**src/design/tepcu_pkg.sv**
```systemverilog
// constants and types for the timer, event counter, square-wave and capture unit
`default_nettype none

package tepcu_pkg;

  localparam int COUNT_W = 16;
  localparam logic [15:0] CNT_ZERO = 16'h0000;
  localparam logic [15:0] CNT_ONE = 16'h0001;
  localparam logic [15:0] CNT_MAX = 16'hffff;
  localparam logic [15:0] QUAD_INIT = 16'h7fff;

  // default prescaler division ratio, in mclk cycles per tick
  localparam int PRESCALE_DIV = 2;
  localparam logic [7:0] PRE_ZERO = 8'h00;
  localparam logic [7:0] PRE_ONE = 8'h01;

  // count source select
  localparam logic CLK_SEL_EXT = 1'b0;
  localparam logic CLK_SEL_PRE = 1'b1;

  // capture trigger modes
  typedef enum logic [1:0] {
    TEPCU_CAP_OFF = 2'b00,
    TEPCU_CAP_PINS_RISE = 2'b01,
    TEPCU_CAP_A_BOTH = 2'b10,
    TEPCU_CAP_GATE = 2'b11
  } tepcu_cap_mode_t;

  // invert-enable field values
  localparam logic [1:0] INV_NONE = 2'b00;
  localparam logic [1:0] INV_BOTH = 2'b11;
  localparam int INV_LO_BIT = 0;
  localparam int INV_HI_BIT = 1;

  // status flag positions
  localparam int ST_MATCH_LO = 0;
  localparam int ST_MATCH_HI = 1;
  localparam int ST_OVERFLOW = 2;
  localparam int ST_UNDERFLOW = 3;
  localparam int ST_STEP = 4;
  localparam int ST_W = 5;

endpackage

`default_nettype wire

```
**src/design/tepcu_timer.sv**
```systemverilog
// timer unit: event counter, square-wave output, capture and quadrature counting
`default_nettype none

module tepcu_timer #(
  parameter int PRESCALE_DIV = tepcu_pkg::PRESCALE_DIV,
  parameter bit QUAD_CAPABLE = 1'b1
) (
  input wire logic mclk,
  input wire logic sys_rst,
  // control bits
  input wire logic count_run_bit,
  input wire logic prescaler_run_bit,
  input wire logic clock_select,
  input wire logic square_wave_mode,
  input wire logic double_buffer_enable,
  input wire logic [1:0] invert_enable,
  input wire logic invert_on_capture,
  input wire logic [1:0] capture_mode_field,
  input wire logic updown_enable,
  // output flop initialise strobe and value
  input wire logic flop_load,
  input wire logic flop_load_value,
  // compare register writes
  input wire logic compare_lo_write,
  input wire logic compare_hi_write,
  input wire logic [15:0] compare_data,
  // software capture strobe and status clear strobe
  input wire logic soft_capture,
  input wire logic status_clear,
  // external pins
  input wire logic ext_input_a,
  input wire logic ext_input_b,
  input wire logic gate_timer_flop,
  input wire logic quad_phase_a,
  input wire logic quad_phase_b,
  // results
  output logic wave_output_pin,
  output logic [15:0] capture_reg_a,
  output logic [15:0] capture_reg_b,
  output logic [15:0] compare_reg_lo,
  output logic [15:0] compare_reg_hi,
  output logic [tepcu_pkg::ST_W-1:0] status_flags,
  output logic timer_match_irq
);

  localparam logic [7:0] PRE_LAST = 8'(PRESCALE_DIV - 1);

  logic [15:0] up_counter_reg;
  logic [15:0] up_counter_next;
  logic [15:0] duty_buffer_reg;
  logic [7:0] pre_count_reg;
  logic pre_tick_reg;
  logic ext_a_reg;
  logic ext_b_reg;
  logic gate_reg;
  logic phase_a_reg;
  logic phase_b_reg;
  logic updown_reg;
  logic quad_active;
  logic count_tick;
  logic match_lo;
  logic match_hi;
  logic overflow;
  logic quad_step;
  logic quad_up;
  logic quad_down;
  logic underflow;
  logic cap_a_event;
  logic cap_b_event;
  logic flop_toggle;
  logic [tepcu_pkg::ST_W-1:0] status_set;

  // ------------------------------------------------------------
  // input edge history
  // ------------------------------------------------------------

  // pins are synchronous, so one stage of history is enough for edges
  always_ff @(posedge mclk) begin
    if (sys_rst) begin
      ext_a_reg <= 1'b0;
      ext_b_reg <= 1'b0;
      gate_reg <= 1'b0;
      phase_a_reg <= 1'b0;
      phase_b_reg <= 1'b0;
      updown_reg <= 1'b0;
    end else begin
      ext_a_reg <= ext_input_a;
      ext_b_reg <= ext_input_b;
      gate_reg <= gate_timer_flop;
      phase_a_reg <= quad_phase_a;
      phase_b_reg <= quad_phase_b;
      updown_reg <= updown_enable;
    end
  end

  // ------------------------------------------------------------
  // prescaler
  // ------------------------------------------------------------

  // free-running divider; it is held at zero, with no tick, while the run bit is low
  always_ff @(posedge mclk) begin
    if (sys_rst || !prescaler_run_bit) begin
      pre_count_reg <= tepcu_pkg::PRE_ZERO;
      pre_tick_reg <= 1'b0;
    end else if (pre_count_reg >= PRE_LAST) begin
      pre_count_reg <= tepcu_pkg::PRE_ZERO;
      pre_tick_reg <= 1'b1;
    end else begin
      pre_count_reg <= pre_count_reg + tepcu_pkg::PRE_ONE;
      pre_tick_reg <= 1'b0;
    end
  end

  // ------------------------------------------------------------
  // count source, matches and quadrature decode
  // ------------------------------------------------------------

  // quadrature only exists where the instance was built with it
  assign quad_active = QUAD_CAPABLE && updown_enable;

  // external source steps on rising edges of ext_input_a
  assign count_tick = count_run_bit && !quad_active &&
    ((clock_select == tepcu_pkg::CLK_SEL_EXT) ? (ext_input_a && !ext_a_reg) : pre_tick_reg);

  // comparator is idle in quadrature mode
  assign match_lo = count_tick && (up_counter_reg == compare_reg_lo);
  assign match_hi = count_tick && (up_counter_reg == compare_reg_hi);
  assign overflow = count_tick && (up_counter_reg == tepcu_pkg::CNT_MAX) &&
    !(square_wave_mode && match_hi);

  // a leads b counts up; both changing at once is an illegal pair and is ignored
  assign quad_up = (quad_phase_a ^ phase_a_reg) ? (quad_phase_a != quad_phase_b)
                                                : (quad_phase_a == quad_phase_b);
  assign quad_step = quad_active && count_run_bit && updown_reg &&
    ((quad_phase_a ^ phase_a_reg) ^ (quad_phase_b ^ phase_b_reg));
  assign quad_down = quad_step && !quad_up;
  assign underflow = quad_down && (up_counter_reg == tepcu_pkg::CNT_ZERO);

  // next counter value; the quadrature wrap gives the reload values for free
  always_comb begin
    up_counter_next = up_counter_reg;
    if (!count_run_bit) begin
      up_counter_next = tepcu_pkg::CNT_ZERO;
    end else if (quad_active && !updown_reg) begin
      up_counter_next = tepcu_pkg::QUAD_INIT;
    end else if (quad_step) begin
      up_counter_next = quad_up ? up_counter_reg + tepcu_pkg::CNT_ONE
                                : up_counter_reg - tepcu_pkg::CNT_ONE;
    end else if (square_wave_mode && match_hi) begin
      up_counter_next = tepcu_pkg::CNT_ZERO;
    end else if (count_tick) begin
      up_counter_next = up_counter_reg + tepcu_pkg::CNT_ONE;
    end
  end

  // ------------------------------------------------------------
  // up-counter
  // ------------------------------------------------------------

  // the count has no output port; software sees it only through a capture
  always_ff @(posedge mclk) begin
    if (sys_rst) begin
      up_counter_reg <= tepcu_pkg::CNT_ZERO;
    end else begin
      up_counter_reg <= up_counter_next;
    end
  end

  // ------------------------------------------------------------
  // compare registers with duty double buffer
  // ------------------------------------------------------------

  // buffering lets the duty change land at a period boundary, avoiding glitches
  always_ff @(posedge mclk) begin
    if (sys_rst) begin
      compare_reg_lo <= tepcu_pkg::CNT_ZERO;
      compare_reg_hi <= tepcu_pkg::CNT_ZERO;
      duty_buffer_reg <= tepcu_pkg::CNT_ZERO;
    end else begin
      if (compare_lo_write) begin
        duty_buffer_reg <= compare_data;
      end
      if (compare_lo_write && !double_buffer_enable) begin
        compare_reg_lo <= compare_data;
      end else if (double_buffer_enable && match_hi) begin
        compare_reg_lo <= duty_buffer_reg;
      end
      if (compare_hi_write) begin
        compare_reg_hi <= compare_data;
      end
    end
  end

  // ------------------------------------------------------------
  // capture triggers and capture registers
  // ------------------------------------------------------------

  // capture register a takes the rising-type trigger of every mode
  always_comb begin
    cap_a_event = 1'b0;
    cap_b_event = 1'b0;
    case (tepcu_pkg::tepcu_cap_mode_t'(capture_mode_field))
      tepcu_pkg::TEPCU_CAP_OFF: begin
        cap_a_event = 1'b0;
      end
      tepcu_pkg::TEPCU_CAP_PINS_RISE: begin
        cap_a_event = ext_input_a && !ext_a_reg;
        cap_b_event = ext_input_b && !ext_b_reg;
      end
      tepcu_pkg::TEPCU_CAP_A_BOTH: begin
        cap_a_event = ext_input_a && !ext_a_reg;
        cap_b_event = !ext_input_a && ext_a_reg;
      end
      tepcu_pkg::TEPCU_CAP_GATE: begin
        cap_a_event = gate_timer_flop && !gate_reg;
        cap_b_event = !gate_timer_flop && gate_reg;
      end
      default: begin
        cap_a_event = 1'b0;
      end
    endcase
    // pin captures are off in quadrature mode; only software capture stays
    if (quad_active) begin
      cap_a_event = 1'b0;
      cap_b_event = 1'b0;
    end
  end

  // software and pin captures are the only window onto the running count
  always_ff @(posedge mclk) begin
    if (sys_rst) begin
      capture_reg_a <= tepcu_pkg::CNT_ZERO;
      capture_reg_b <= tepcu_pkg::CNT_ZERO;
    end else begin
      if (soft_capture || cap_a_event) begin
        capture_reg_a <= up_counter_reg;
      end
      if (cap_b_event) begin
        capture_reg_b <= up_counter_reg;
      end
    end
  end

  // ------------------------------------------------------------
  // output flop
  // ------------------------------------------------------------

  // each enabled source toggles; two sources in one cycle cancel out
  assign flop_toggle = (invert_enable[tepcu_pkg::INV_LO_BIT] && match_lo) ^
                       (invert_enable[tepcu_pkg::INV_HI_BIT] && match_hi) ^
                       (invert_on_capture && cap_a_event);

  // initial value picks low- or high-active pulses
  always_ff @(posedge mclk) begin
    if (sys_rst) begin
      wave_output_pin <= 1'b0;
    end else if (flop_load) begin
      wave_output_pin <= flop_load_value;
    end else if (flop_toggle) begin
      wave_output_pin <= !wave_output_pin;
    end
  end

  // ------------------------------------------------------------
  // status flags and interrupt
  // ------------------------------------------------------------

  always_comb begin
    status_set = '0;
    status_set[tepcu_pkg::ST_MATCH_LO] = match_lo;
    status_set[tepcu_pkg::ST_MATCH_HI] = match_hi;
    status_set[tepcu_pkg::ST_OVERFLOW] = overflow || (quad_step && quad_up &&
                                         up_counter_reg == tepcu_pkg::CNT_MAX);
    status_set[tepcu_pkg::ST_UNDERFLOW] = underflow;
    status_set[tepcu_pkg::ST_STEP] = quad_step;
  end

  // sticky flags; a new event in the clearing cycle wins over the clear
  always_ff @(posedge mclk) begin
    if (sys_rst) begin
      status_flags <= '0;
    end else begin
      status_flags <= (status_clear ? '0 : status_flags) | status_set;
    end
  end

  // one-cycle interrupt pulse per cycle with any event; events in one cycle share it
  always_ff @(posedge mclk) begin
    if (sys_rst) begin
      timer_match_irq <= 1'b0;
    end else begin
      timer_match_irq <= |status_set;
    end
  end

endmodule

`default_nettype wire

```
**config.mk**
```make
export PLATFORM = sky130hd
export DESIGN_NAME = tepcu_timer
export DESIGN_NICKNAME = d
export VERILOG_FILES = /design/src/design/tepcu_pkg.sv /design/src/design/tepcu_timer.sv
export SDC_FILE = /design/constraint.sdc
export NUM_CORES = 1
export LEC_CHECK = 0
export BUFFER_PORTS_ARGS = -buffer_cell sky130_fd_sc_hd__buf_2
export CELL_PAD_IN_SITES_DETAIL_PLACEMENT = 1
export CELL_PAD_IN_SITES_GLOBAL_PLACEMENT = 1
export CORE_ASPECT_RATIO = 1.4
export CORE_MARGIN = 8
export CORE_UTILIZATION = 45
export CTS_CLUSTER_SIZE = 20
export DETAILED_ROUTE_END_ITERATION = 16
export PLACE_DENSITY = 0.93
export SETUP_SLACK_MARGIN = 0.3
export SLEW_MARGIN = 20
export SYNTH_ARGS = -nofsm -noshare
export SYNTH_HDL_FRONTEND = slang
export SYNTH_SLANG_ARGS = --single-unit
export TNS_END_PERCENT = 30
```
**constraint.sdc**
```tcl
create_clock -name mclk -period 4.2 [get_ports mclk]
set_clock_uncertainty 0.1 [all_clocks]
set_input_delay 1.05 -clock mclk [delete_from_list [all_inputs] [get_ports mclk]]
set_output_delay 1.05 -clock mclk [all_outputs]
set_load 0.02 [all_outputs]
```
Yosys cells after proc, flatten, opt, wreduce, memory -nomap -nowiden

Index checks and enable logic that the tools add are counted.

Flip-flop bits (word level): 118
Bits of input ports: 40
Word-level logic and storage cells: 105

$add $sub $neg: 3
Magnitude comparators: 1
Equal/unequal tests: 8
Multiplexer cells: 17
Bitwise gates (word level): 7
Reductions and logical operators: 51

Operators by type and width:

| operator              | number |
|---|---|
| $mux 16               | 6 |
| $eq 16x16->1          | 2 |
| $logic_and 1x1->1     | 25 |
| $add 16x1->16 const B | 1 |
| $eq 16x16->1 const B  | 1 |
| $logic_not 16->1      | 1 |
| $sub 16x1->16 const B | 1 |
| $mux 15               | 1 |
| $logic_not 1->1       | 12 |
| $add 8x1->8 const B   | 1 |
| $ge 8x1->1 const B    | 1 |
| $mux 1                | 7 |
| $pmux 1 s3            | 2 |
| $reduce_or 2->1       | 3 |
| $mux 5                | 1 |
| $or 5x5->5            | 1 |
| $reduce_or 5->1       | 1 |
| $xor 1x1->1           | 5 |
| $eq 2x2->1 const B    | 2 |
| $reduce_bool 2->1     | 2 |
| $reduce_bool 4->1     | 1 |
| $logic_or 1x1->1      | 3 |
| $reduce_bool 3->1     | 1 |
| $reduce_or 3->1       | 1 |
| other kinds (5)       | 5 |

Longest topological paths before layout

Gate-level depths: netlist of the first run.

Depth in word-level cells: 10
Depth in mapped cells: 9
Mapped depth without buffers: 8

Worst setup path before layout of the first run

No wires, ideal clock.

Path kind: input to register
From: in clock_select
To: reg wave_output_pin
Data arrival time: 2656 ps
Required time: 4013 ps
Path slack: 1357 ps
Stages on the path: 6
Path buffers: 0
Path through: or3b_1 > a211o_1 > nor3_2 > nand3_1 > xnor3_1 > o31ai_1

Cells in the longest elaborated chain, start to end: 7
Elaborated cells on any way between the ends: 9
Classes of those cells: mux (1); bitwise (2); reduce/logical (6)

RTL lines:

| element                              | RTL line                               | source |
|---|---|---|
| from (decl)                          | tepcu_timer.sv:13                      | `input wire logic clock_select,` |
| $mux 1 (*)                           | tepcu_timer.sv:123                     | `((clock_select == tepcu_pkg::CLK_SEL_EXT) ? (ext_input_a && !ext_a_reg) : pre_tick_reg);` |
| $logic_and 1x1->1 (*)                | tepcu_timer.sv:122                     | `assign count_tick = count_run_bit && !quad_active &&` |
| $logic_and 1x1->1 (on tied branches) | tepcu_timer.sv:126, tepcu_timer.sv:127 |  |
| $logic_and 1x1->1 (on tied branches) | tepcu_timer.sv:249, tepcu_timer.sv:250 |  |
| $xor 1x1->1 (*)                      | tepcu_timer.sv:249                     | `assign flop_toggle = (invert_enable[tepcu_pkg::INV_LO_BIT] && match_lo) ^` |
| $xor 1x1->1 (*)                      | tepcu_timer.sv:250                     | `(invert_enable[tepcu_pkg::INV_HI_BIT] && match_hi) ^` |
| $reduce_bool 2->1 (no line) (*)      | n/a                                    |  |
| to (signal assigned)                 | tepcu_timer.sv:258                     | `wave_output_pin <= flop_load_value;` |
| to (signal assigned)                 | tepcu_timer.sv:260                     | `wave_output_pin <= !wave_output_pin;` |
| to (decl)                            | tepcu_timer.sv:37                      | `output logic wave_output_pin,` |

Every way passes the cells marked *; elsewhere a longest branch is shown, timed or not.
A chain may end at the register's enable or synchronous reset.

Worst setup path after layout of the first run

From: in ext_input_a
To: reg wave_output_pin

Cells in the longest elaborated chain, start to end: 8
Elaborated cells on any way between the ends: 13
Classes of those cells: mux (3); bitwise (2); reduce/logical (8)

RTL lines:

| element                              | RTL line                                                   | source |
|---|---|---|
| from (decl)                          | tepcu_timer.sv:31                                          | `input wire logic ext_input_a,` |
| $logic_and 1x1->1 (*)                | tepcu_timer.sv:123, tepcu_timer.sv:207, tepcu_timer.sv:211 |  |
| $mux 1                               | tepcu_timer.sv:123                                         |  |
| $logic_and 1x1->1                    | tepcu_timer.sv:122                                         |  |
| $logic_and 1x1->1 (on tied branches) | tepcu_timer.sv:126, tepcu_timer.sv:127                     |  |
| $logic_and 1x1->1 (on tied branches) | tepcu_timer.sv:249, tepcu_timer.sv:250                     |  |
| $xor 1x1->1                          | tepcu_timer.sv:249                                         |  |
| $xor 1x1->1 (*)                      | tepcu_timer.sv:250                                         |  |
| $reduce_bool 2->1 (no line) (*)      | n/a                                                        |  |

Marked as above.

==> results_dict.tcl, run 1 <==
set metrics [dict create \
    fmax_ghz 0.350 \
    end_kind "register" \
    ant_nets 0 \
    yosysTopAreaCell "dfxtp_1" \
    synth-seq-area-share_pct 41.5 \
    drc_errors 0 \
    ir_worst_vdd_mv 0.305 \
    num_io_pins 111 \
    grt_pass1_vias 5435 \
    place_ws_ps 935 \
    cts_htree_levels 4 \
    use_met2_pct 40.4 \
    synth.distinct_cells 63 \
    rsz0062_at_grt "false" \
    drt-initial-drc-count 197 \
    hold_ws_ps 372 \
    place.gp.congestion 0.863 \
    die_h_um 149 \
    p_leak_uw 0.00286 \
    num-fill-cells 1427 \
    critical_path_arrival_ps 3050 \
    p_per_area_nw_per_um2 449 \
    worst_pin_slew_ps 1010 \
    cts_setup_buffers 0 \
    clock_path_buffers 2 \
    critical_path_required_ps 4400 \
    async_flop_share_pct 0 \
    syn_avg_cell_area_um2 9.48 \
    relSlewSlack_pct 32.3 \
    die_w_um 111 \
    ctsResizeCount 0 \
    drive_gt1_share_pct 24.5 \
    cts_hold_buffers 0 \
    cts_tree "yes" \
    min_path_type "reg2reg" \
    crit_path_start_kind "input pin" \
    finalCritPeriodShare_pct 67.9 \
    fin_ws_ps 1350 \
    grt_util_all_layers_pct 21.6 \
    portBuffers 110 \
    yosys.area.top_type_share_pct 41.5 \
    dp_hpwl_mm 12.9 \
    grt-ovfl-total 0 \
    antenna_found_initial 1 \
    vias 4914 \
    yosys_most_used_dff "dfxtp_1" \
    num_rows 48 \
    busiest_layer "met2" \
    yosysWarnings 0 \
    layout.nets 742 \
    post-route-min-period_ps 2850 \
    dr.pass1.iters 4 \
    syn_area_um2 5690 \
    multi_input_area_um2 3070 \
    criticalPathCategory "in2reg" \
    viasPerCell 5.74 \
    clkTransAtPathRegs_ps 50 \
    status "complete, no violations" \
    yosysMostFrequentCell "dfxtp_1" \
    drt-total-wl_mm 18.3 \
    wl_per_cell_um 21.4 \
    die_area_um2 16500 \
    grt_pass1_wl_mm 28.6 \
    start_util_pct 46.2 \
    areaGrowthSynthToFinish_pct 20.1 \
    synthTopCellsByCount "dfxtp_1 (118), nor2_1 (98), mux2i_1 (84), xnor2_1 (44), a21oi_1 (21)" \
    setup_viol 0 \
    cts-root-buf "clkbuf_16" \
    syn_inst 600 \
    cts.sinks 118 \
    cts_made_buffers 17 \
    post_synth_main_area_contributors "dfxtp_1 (42%), mux2i_1 (15%), xnor2_1 (6.8%)" \
    grt_max_degree 97 \
    fp.coreArea_um2 12300 \
    use_met1_pct 21.4 \
    critPathMaxFanout 6 \
    use_met3_pct 5.23 \
    dp_cells 824 \
    max_cap_violations 0 \
    final_cells 856 \
    drv_slew 0 \
    hold_viol 0 \
    ys_ff_latch 118 \
    seq_area_um2 2360 \
    tns_ps 0 \
    synth-edff-count 0 \
    clock_latency_ps 420 \
]
==> cell type report <==
| cell class | count | area share, % |
|---|---|---|
| antenna | 1 | 0.0366 |
| clock buffer | 21 | 6.59 |
| clock inverter | 10 | 1.90 |
| inverter | 10 | 0.549 |
| multi-input combinational | 431 | 45.0 |
| sequential | 118 | 34.6 |
| tap | 150 | 2.75 |
| timing repair buffer | 115 | 8.61 |
==> through the flow <==
stage / instance area [µm²] / utilization, % / power (µW)
global placement: 6250 / 50.8 / 1610
floorplan: 5700 / - / 1500
finish: 6830 / 55.5 / 3070
CTS: 6830 / 55.5 / 3080
detailed placement: 6250 / 50.8 / 1630
global route: 6830 / 55.5 / 3170
==> where the power goes <==
group	leakage [µW]	internal (µW)	switching, µW
Clock	0.000282	938	511
Combinational	0.00161	149	228
Sequential	0.000967	1170	67.7
==> layout by cell type, fill, tap and decap left out, drive strengths merged, types with 6 or more instances in the layout <==
cell type	count
nand2b	6
nand3b	7
inv	10
dfxtp	118
nor2b	7
o21ai	15
nor3	11
buf	115
a31oi	6
xnor2	45
nand4	12
nor2	98
nand2	20
clkbuf	21
mux2i	84
ha	9
a21oi	23
nand3	15
a211oi	20
==> worst max-delay path, cell delays in order <==
cell,delay (ps)
buf_2,100
or3b_1,420
a211o_1,440
nor3_2,270
nand3_1,150
xnor3_1,360
o31ai_1,260
==> logic make-up (layout without fill, tap and decap cells) <==
group | count (synthesis) | after routing | share of synthesized area [%]
AOI/OAI and AO/OA | 79 | 79 | 10.1
xor gates and xnor gates | 49 | 49 | 8.05
adders and majority gates | 9 | 9 | 1.98
buffers and inverters | 55 | 156 | 4.93
DFF | 118 | 118 | 41.5
muxes | 84 | 84 | 14.8
other | 1 | 6 | 0.0659
and+or+nand+nor | 205 | 205 | 18.6
==> layer usage <==
layer | vias to the layer above | wire length, µm
met1 | 2430 | 6680
met4 | 0 | 734
met5 | - | 0
met2 | 169 | 9930
li1 | 2268 | -
met3 | 47 | 949
==> path summary, 6_finish.rpt <==
kind / startpoint / to / slack, ps / cells after the start
hold reg to reg: pre_count_reg[0]$_SDFF_PP0_ / pre_count_reg[0]$_SDFF_PP0_ / 370 / 1
setup / recovery: ext_input_a / wave_output_pin$_SDFFE_PP0P_ / 1350 / 7
setup reg to reg: up_counter_reg[4]$_SDFFE_PP0P_ / compare_reg_lo[3]$_SDFFE_PP0P_ / 1440 / 6
hold / removal: pre_count_reg[0]$_SDFF_PP0_ / pre_count_reg[0]$_SDFF_PP0_ / 370 / 1
Power figures use the tool's default switching activity.
==> run 2, diff against run 1 <==
--- a/config.mk
+++ b/config.mk
@@ -10,10 +10,10 @@
 export CELL_PAD_IN_SITES_GLOBAL_PLACEMENT = 1
 export CORE_ASPECT_RATIO = 1.4
 export CORE_MARGIN = 8
-export CORE_UTILIZATION = 45
+export CORE_UTILIZATION = 38
 export CTS_CLUSTER_SIZE = 20
 export DETAILED_ROUTE_END_ITERATION = 16
-export PLACE_DENSITY = 0.93
+export PLACE_DENSITY = 0.84
 export SETUP_SLACK_MARGIN = 0.3
 export SLEW_MARGIN = 20
 export SYNTH_ARGS = -nofsm -noshare
==> constraint.sdc (replaced) <==
create_clock -name mclk -period 2.38 [get_ports mclk]
set_clock_uncertainty 0.1 [all_clocks]
set_input_delay 0.595 -clock mclk [delete_from_list [all_inputs] [get_ports mclk]]
set_output_delay 0.595 -clock mclk [all_outputs]
set_load 0.02 [all_outputs]
==> run 2 against run 1 <==
  * Sequential power grew 74%
  * Largest power group unchanged
  * Largest cell class unchanged
  * Utilization fell by 4.4 points
  * Flip-flop and latch count stayed put
  * Global-route usage fell by 1.6 points
  * Critical endpoint is now up_counter_reg[14]$_SDFFE_PP0P_
  * Combinational power rose by 120%
  * Count of clock-buffer cells in the layout down 1
==> results_dict.tcl, run 2 (synthesis results as in run 1) <==
set metrics [dict create \
    final_cell_mix "buf_2 (110), dfxtp_1 (100), nor2_1 (97)" \
    place_ws_ps -130 \
    drc_errors 0 \
    fin_ws_ps 237 \
    max_cap_violations 0 \
    cts-root-buf "clkbuf_16" \
    ff2ff_path_depth 7 \
    ant_nets 0 \
    relSlewSlack_pct 63.1 \
    crit_path_start_kind "register" \
    start_util_pct 38.3 \
    criticalPathCategory "reg2reg" \
    cts_hold_buffers 0 \
    die_area_um2 19200 \
    setup_viol 0 \
    status "complete, no violations" \
    grt-ovfl-total 0 \
    drive_gt1_share_pct 35.0 \
    viasPerCell 5.40 \
    critPathMaxFanout 8 \
    ir_worst_vdd_mv 0.386 \
    place.gp.congestion 0.884 \
    drv_slew 0 \
    die_w_um 119 \
    clkTransAtPathRegs_ps 50 \
    layout.nets 793 \
    die_h_um 161 \
    cts_htree_levels 4 \
    finalCritPeriodShare_pct 90.0 \
    worst_pin_slew_ps 553 \
    post-route-min-period_ps 2140 \
    multi_input_area_um2 3230 \
    rrSetupSlack_ps 240 \
    r2r_start "up_counter_reg[7]$_SDFFE_PP0P_" \
    critical_path_arrival_ps 2360 \
    min_path_type "in2reg" \
    portBuffers 110 \
    grt_pass1_wl_mm 30.3 \
    layout_commonest_cell "buf_2" \
    fmax_ghz 0.467 \
    rr_endpoint "up_counter_reg[14]$_SDFFE_PP0P_" \
    rsz0062_at_grt "true" \
    num-fill-cells 1730 \
    hold_path.startpoint "flop_load" \
    hold_depth 2 \
    fp.coreArea_um2 14900 \
    dp_hpwl_mm 14.4 \
    seq_area_um2 2400 \
    clock_latency_ps 410 \
    tns_ps 0 \
    dr.pass1.iters 4 \
    min_to "wave_output_pin$_SDFFE_PP0P_" \
    drt-initial-drc-count 195 \
    p_per_area_nw_per_um2 743 \
    hold_viol 0 \
    cts_tree "yes" \
    cts_made_buffers 17 \
    antenna_found_initial 1 \
    drt-total-wl_mm 19.8 \
    grt_util_all_layers_pct 20.0 \
    vias 5133 \
    num_rows 53 \
    num_io_pins 111 \
    clock_path_buffers 2 \
    end_kind "register" \
    areaGrowthSynthToFinish_pct 33.5 \
    wl_per_cell_um 20.8 \
    grt_max_degree 51 \
    p_leak_uw 0.00322 \
    critical_path_required_ps 2600 \
    utilization_pct 51.1 \
    cts.sinks 118 \
    grt_pass1_vias 5605 \
]
[run 2: worst max-delay path, cell delays in order, from the launching register on]
cell      delay [ps]
dfxtp_4          400
or4_4            590
nor4_4           280
buf_4            180
nand3b_1          80
o21ai_1          100
xnor2_1           80
a211oi_1         240
[run 2: how the worst max path moves through the flow]
stage | from | endpoint | slack, ps | cells after the start
6_report | up_counter_reg[7]$_SDFFE_PP0P_ | up_counter_reg[14]$_SDFFE_PP0P_ | 240 | 7
3_5_place_dp | quad_phase_a | up_counter_reg[7]$_SDFFE_PP0P_ | -130 | 9
5_1_grt | up_counter_reg[7]$_SDFFE_PP0P_ | up_counter_reg[14]$_SDFFE_PP0P_ | 150 | 7
3_3_place_gp | clock_select | wave_output_pin$_SDFFE_PP0P_ | 20 | 8
4_1_cts | up_counter_reg[1]$_SDFFE_PP0P_ | up_counter_reg[11]$_SDFFE_PP0P_ | 290 | 7
2_1_floorplan | clock_select | wave_output_pin$_SDFFE_PP0P_ | 200 | 5
[run 2: cell type report]
| class | instances | share of cell area (%) |
|---|---|---|
| diodes | 1 | 0.0330 |
| clock buffers | 20 | 6.02 |
| clock inverters | 12 | 1.99 |
| inverters | 10 | 0.494 |
| multi-input cells | 431 | 42.5 |
| flip-flops and latches | 118 | 31.6 |
| well taps | 192 | 3.16 |
| repair buffers | 166 | 14.2 |
[run 2: timing repair]
item | CTS | global route
gates resized for setup | 18 | 32
cloned | 0 | 1
endpoints found under the setup margin | 32 | 31
buffers inserted | 0 | 7
hold endpoints to repair | 0 | 0
pin swaps | 0 | 13
[run 2: stage by stage]
step	hold slack (ps)	cells	total power, µW	area [µm²]
floorplan	333	604	2660	5740
global placement	342	909	2910	6700
detailed placement	372	909	2950	6700
CTS	275	941	5610	7360
global route	290	950	5850	7590
finish	286	950	5640	7590
[run 2: report_power, final]
part	total [µW]	switching, µW	internal, µW
logic	817	466	351
clock network	2660	960	1700
registers	2160	96.2	2070
total	5640	1520	4120
[run 2: routing by layer]
| layer | wire length, µm | track usage (%) | part of all wire, % | up-vias |
|---|---|---|---|---|
| li1 | - | - | - | 2376 |
| met1 | 7390 | 21.2 | 37 | 2542 |
| met2 | 10700 | 36.6 | 54 | 160 |
| met3 | 910 | 3.83 | 4.6 | 55 |
| met4 | 811 | 10.4 | 4.1 | 0 |
| met5 | 0 | 0 | 0 | - |
==> run 3, diff against run 2 <==
--- a/config.mk
+++ b/config.mk
@@ -13,7 +13,8 @@
 export CORE_UTILIZATION = 38
 export CTS_CLUSTER_SIZE = 20
 export DETAILED_ROUTE_END_ITERATION = 16
-export PLACE_DENSITY = 0.84
+export PLACE_DENSITY_LB_ADDON = 0.1
+export RECOVER_POWER = 25
 export SETUP_SLACK_MARGIN = 0.3
 export SLEW_MARGIN = 20
 export SYNTH_ARGS = -nofsm -noshare
==> run 3 against run 2 <==
  * Utilization up 1.1 points
  * Cell area increased by 2.1%
  * Critical path depth rose by 1
  * Sequential share of layout area fell by 0.78 points
  * Routed wire length decreased by 2.6%
  * Critical path type unchanged
  * Largest power group unchanged
==> results_dict.tcl, run 3 (synthesis results as in run 1) <==
set metrics [dict create \
    ant_nets 0 \
    fp.coreArea_um2 14900 \
    hold_viol 0 \
    setup_viol 0 \
    ir_worst_vdd_mv 0.489 \
    num-fill-cells 1709 \
    drv_slew 0 \
    grt_pass1_vias 5527 \
    dpl_cell_area_um2 6810 \
    areaGrowthSynthToFinish_pct 36.2 \
    diodes 0 \
    critical_path_arrival_ps 2280 \
    use_met1_pct 22.2 \
    num_io_pins 111 \
    drt-initial-drc-count 207 \
    cts_hold_buffers 0 \
    start_util_pct 38.3 \
    end_kind "register" \
    layout_commonest_cell "buf_2" \
    criticalPathCategory "reg2reg" \
    cp_cell_sequence "xnor2_4, nand4_1, nor4_4, buf_6, a31o_4, buf_12, clkbuf_16, a211oi_2" \
    vias 5093 \
    grt-ovfl-total 0 \
    min_path_type "in2reg" \
    cp-startpoint "compare_reg_hi[10]$_SDFFE_PP0P_" \
    die_w_um 119 \
    grt_util_all_layers_pct 20.0 \
    use_met3_pct 3.86 \
    rr_endpoint "compare_reg_lo[9]$_SDFFE_PP0P_" \
    post-route-cell-area_um2 7750 \
    dp_hpwl_mm 13.9 \
    cp_slowest_stage_delay_ps 370 \
    grt_max_degree 54 \
    clkTransAtPathRegs_ps 60 \
    grt_pass1_wl_mm 30.3 \
    critPathMaxFanout 8 \
    dr.pass1.iters 4 \
    antenna_found_initial 0 \
    min_to "wave_output_pin$_SDFFE_PP0P_" \
    cts-root-buf "clkbuf_16" \
    status "complete, no violations" \
    use_met2_pct 35.7 \
    num_rows 53 \
    viasPerCell 5.27 \
    relSlewSlack_pct 18.5 \
    ff2ff_path_depth 8 \
    rsz0062_at_grt "true" \
    clock_latency_ps 420 \
    drt-total-wl_mm 19.3 \
    cts_made_buffers 17 \
    cts.sinks 118 \
    fmax_ghz 0.467 \
    drc_errors 0 \
    worst_pin_slew_ps 1220 \
    drive_gt1_share_pct 36.5 \
    clock_path_buffers 2 \
    die_area_um2 19200 \
    dp_cells 923 \
    wl_per_cell_um 19.9 \
    cts_htree_levels 4 \
    die_h_um 161 \
    tns_ps 0 \
    r2r_start "compare_reg_hi[10]$_SDFFE_PP0P_" \
    place.gp.congestion 0.881 \
    final_cell_mix "buf_2 (105), dfxtp_1 (104), nor2_1 (97)" \
    p_per_area_nw_per_um2 720 \
    crit_path_start_kind "register" \
    post-route-min-period_ps 2140 \
    hold_ws_ps 285 \
    busiest_layer "met2" \
    critical_path_required_ps 2520 \
    hold_path.startpoint "flop_load" \
    rrSetupSlack_ps 240 \
    layout.nets 811 \
    fin_ws_ps 238 \
    cpMaxStageDelayCell "dfxtp_4" \
    finalCritPeriodShare_pct 90.0 \
    place_ws_ps -41.6 \
    cts_tree "yes" \
    final_cells 967 \
    p_leak_uw 0.00327 \
    portBuffers 110 \
    max_cap_violations 0 \
    hold_depth 2 \
]
## run 3: changes by cell type in the layout (fill, tap and decap cells not counted), moves of 3 or more
cell and delta:
buf_4 +14, buf_2 -5, a211oi_1 -4, clkbuf_1 +5, dfxtp_1 +4, a211oi_2 +3
clkinvlp_4 +3
## run 3: layout make-up
| type | count | area, µm² | area share (%) |
|---|---|---|---|
| inverter | 10 | 37.5 | 0.484 |
| clock inverter | 14 | 151 | 1.95 |
| multi-input combinational | 431 | 3270 | 42.2 |
| sequential | 118 | 2390 | 30.8 |
| tap | 192 | 240 | 3.10 |
| timing repair buffer | 184 | 1220 | 15.8 |
| clock buffer | 18 | 439 | 5.67 |
## run 3: worst max path at each step
stage                                 endpoint
2_1_floorplan     wave_output_pin$_SDFFE_PP0P_
3_3_place_gp    up_counter_reg[3]$_SDFFE_PP0P_
3_5_place_dp      wave_output_pin$_SDFFE_PP0P_
4_1_cts        up_counter_reg[13]$_SDFFE_PP0P_
5_1_grt         compare_reg_lo[4]$_SDFFE_PP0P_
6_report        compare_reg_lo[9]$_SDFFE_PP0P_
## run 3: critical path: cells and delay by family, from the launching register on
| kind | cells | cell delay (ps) |
|---|---|---|
| flops | 1 | 370 |
| buf+inv | 3 | 470 |
| compound gates | 2 | 290 |
| simple gates | 2 | 550 |
| xor+xnor | 1 | 180 |
## run 3: what timing repair did
| action | 4_1_cts | 5_1_grt |
|---|---|---|
| gates cloned | 1 | 2 |
| endpoints found under the hold margin | 0 | 0 |
| buffers inserted | 8 | 1 |
| resized for setup | 35 | 20 |
| pin swaps | 14 | 14 |
| endpoints found under the setup margin | 34 | 32 |
## run 3: power breakdown
group / internal, µW / total [µW] / switching (µW)
registers: 2070 / 2150 / 87.1
logic: 379 / 861 / 482
clock network: 1580 / 2570 / 990
total: 4020 / 5580 / 1560
## run 3: layer usage
| metal | up-vias | routed length [µm] | share of wire (%) |
|---|---|---|---|
| met5 | - | 0 | 0 |
| met4 | 0 | 657 | 3.4 |
| met3 | 39 | 739 | 3.8 |
| met2 | 138 | 10200 | 53 |
| met1 | 2503 | 7640 | 40 |
| li1 | 2413 | - | - |
## run 3: through the flow
stage	total power, µW	util [%]
detailed placement	2970	45.8
global placement	2950	45.8
CTS	5620	51.4
finish	5580	52.2
global route	5810	52.2
floorplan	2660	-
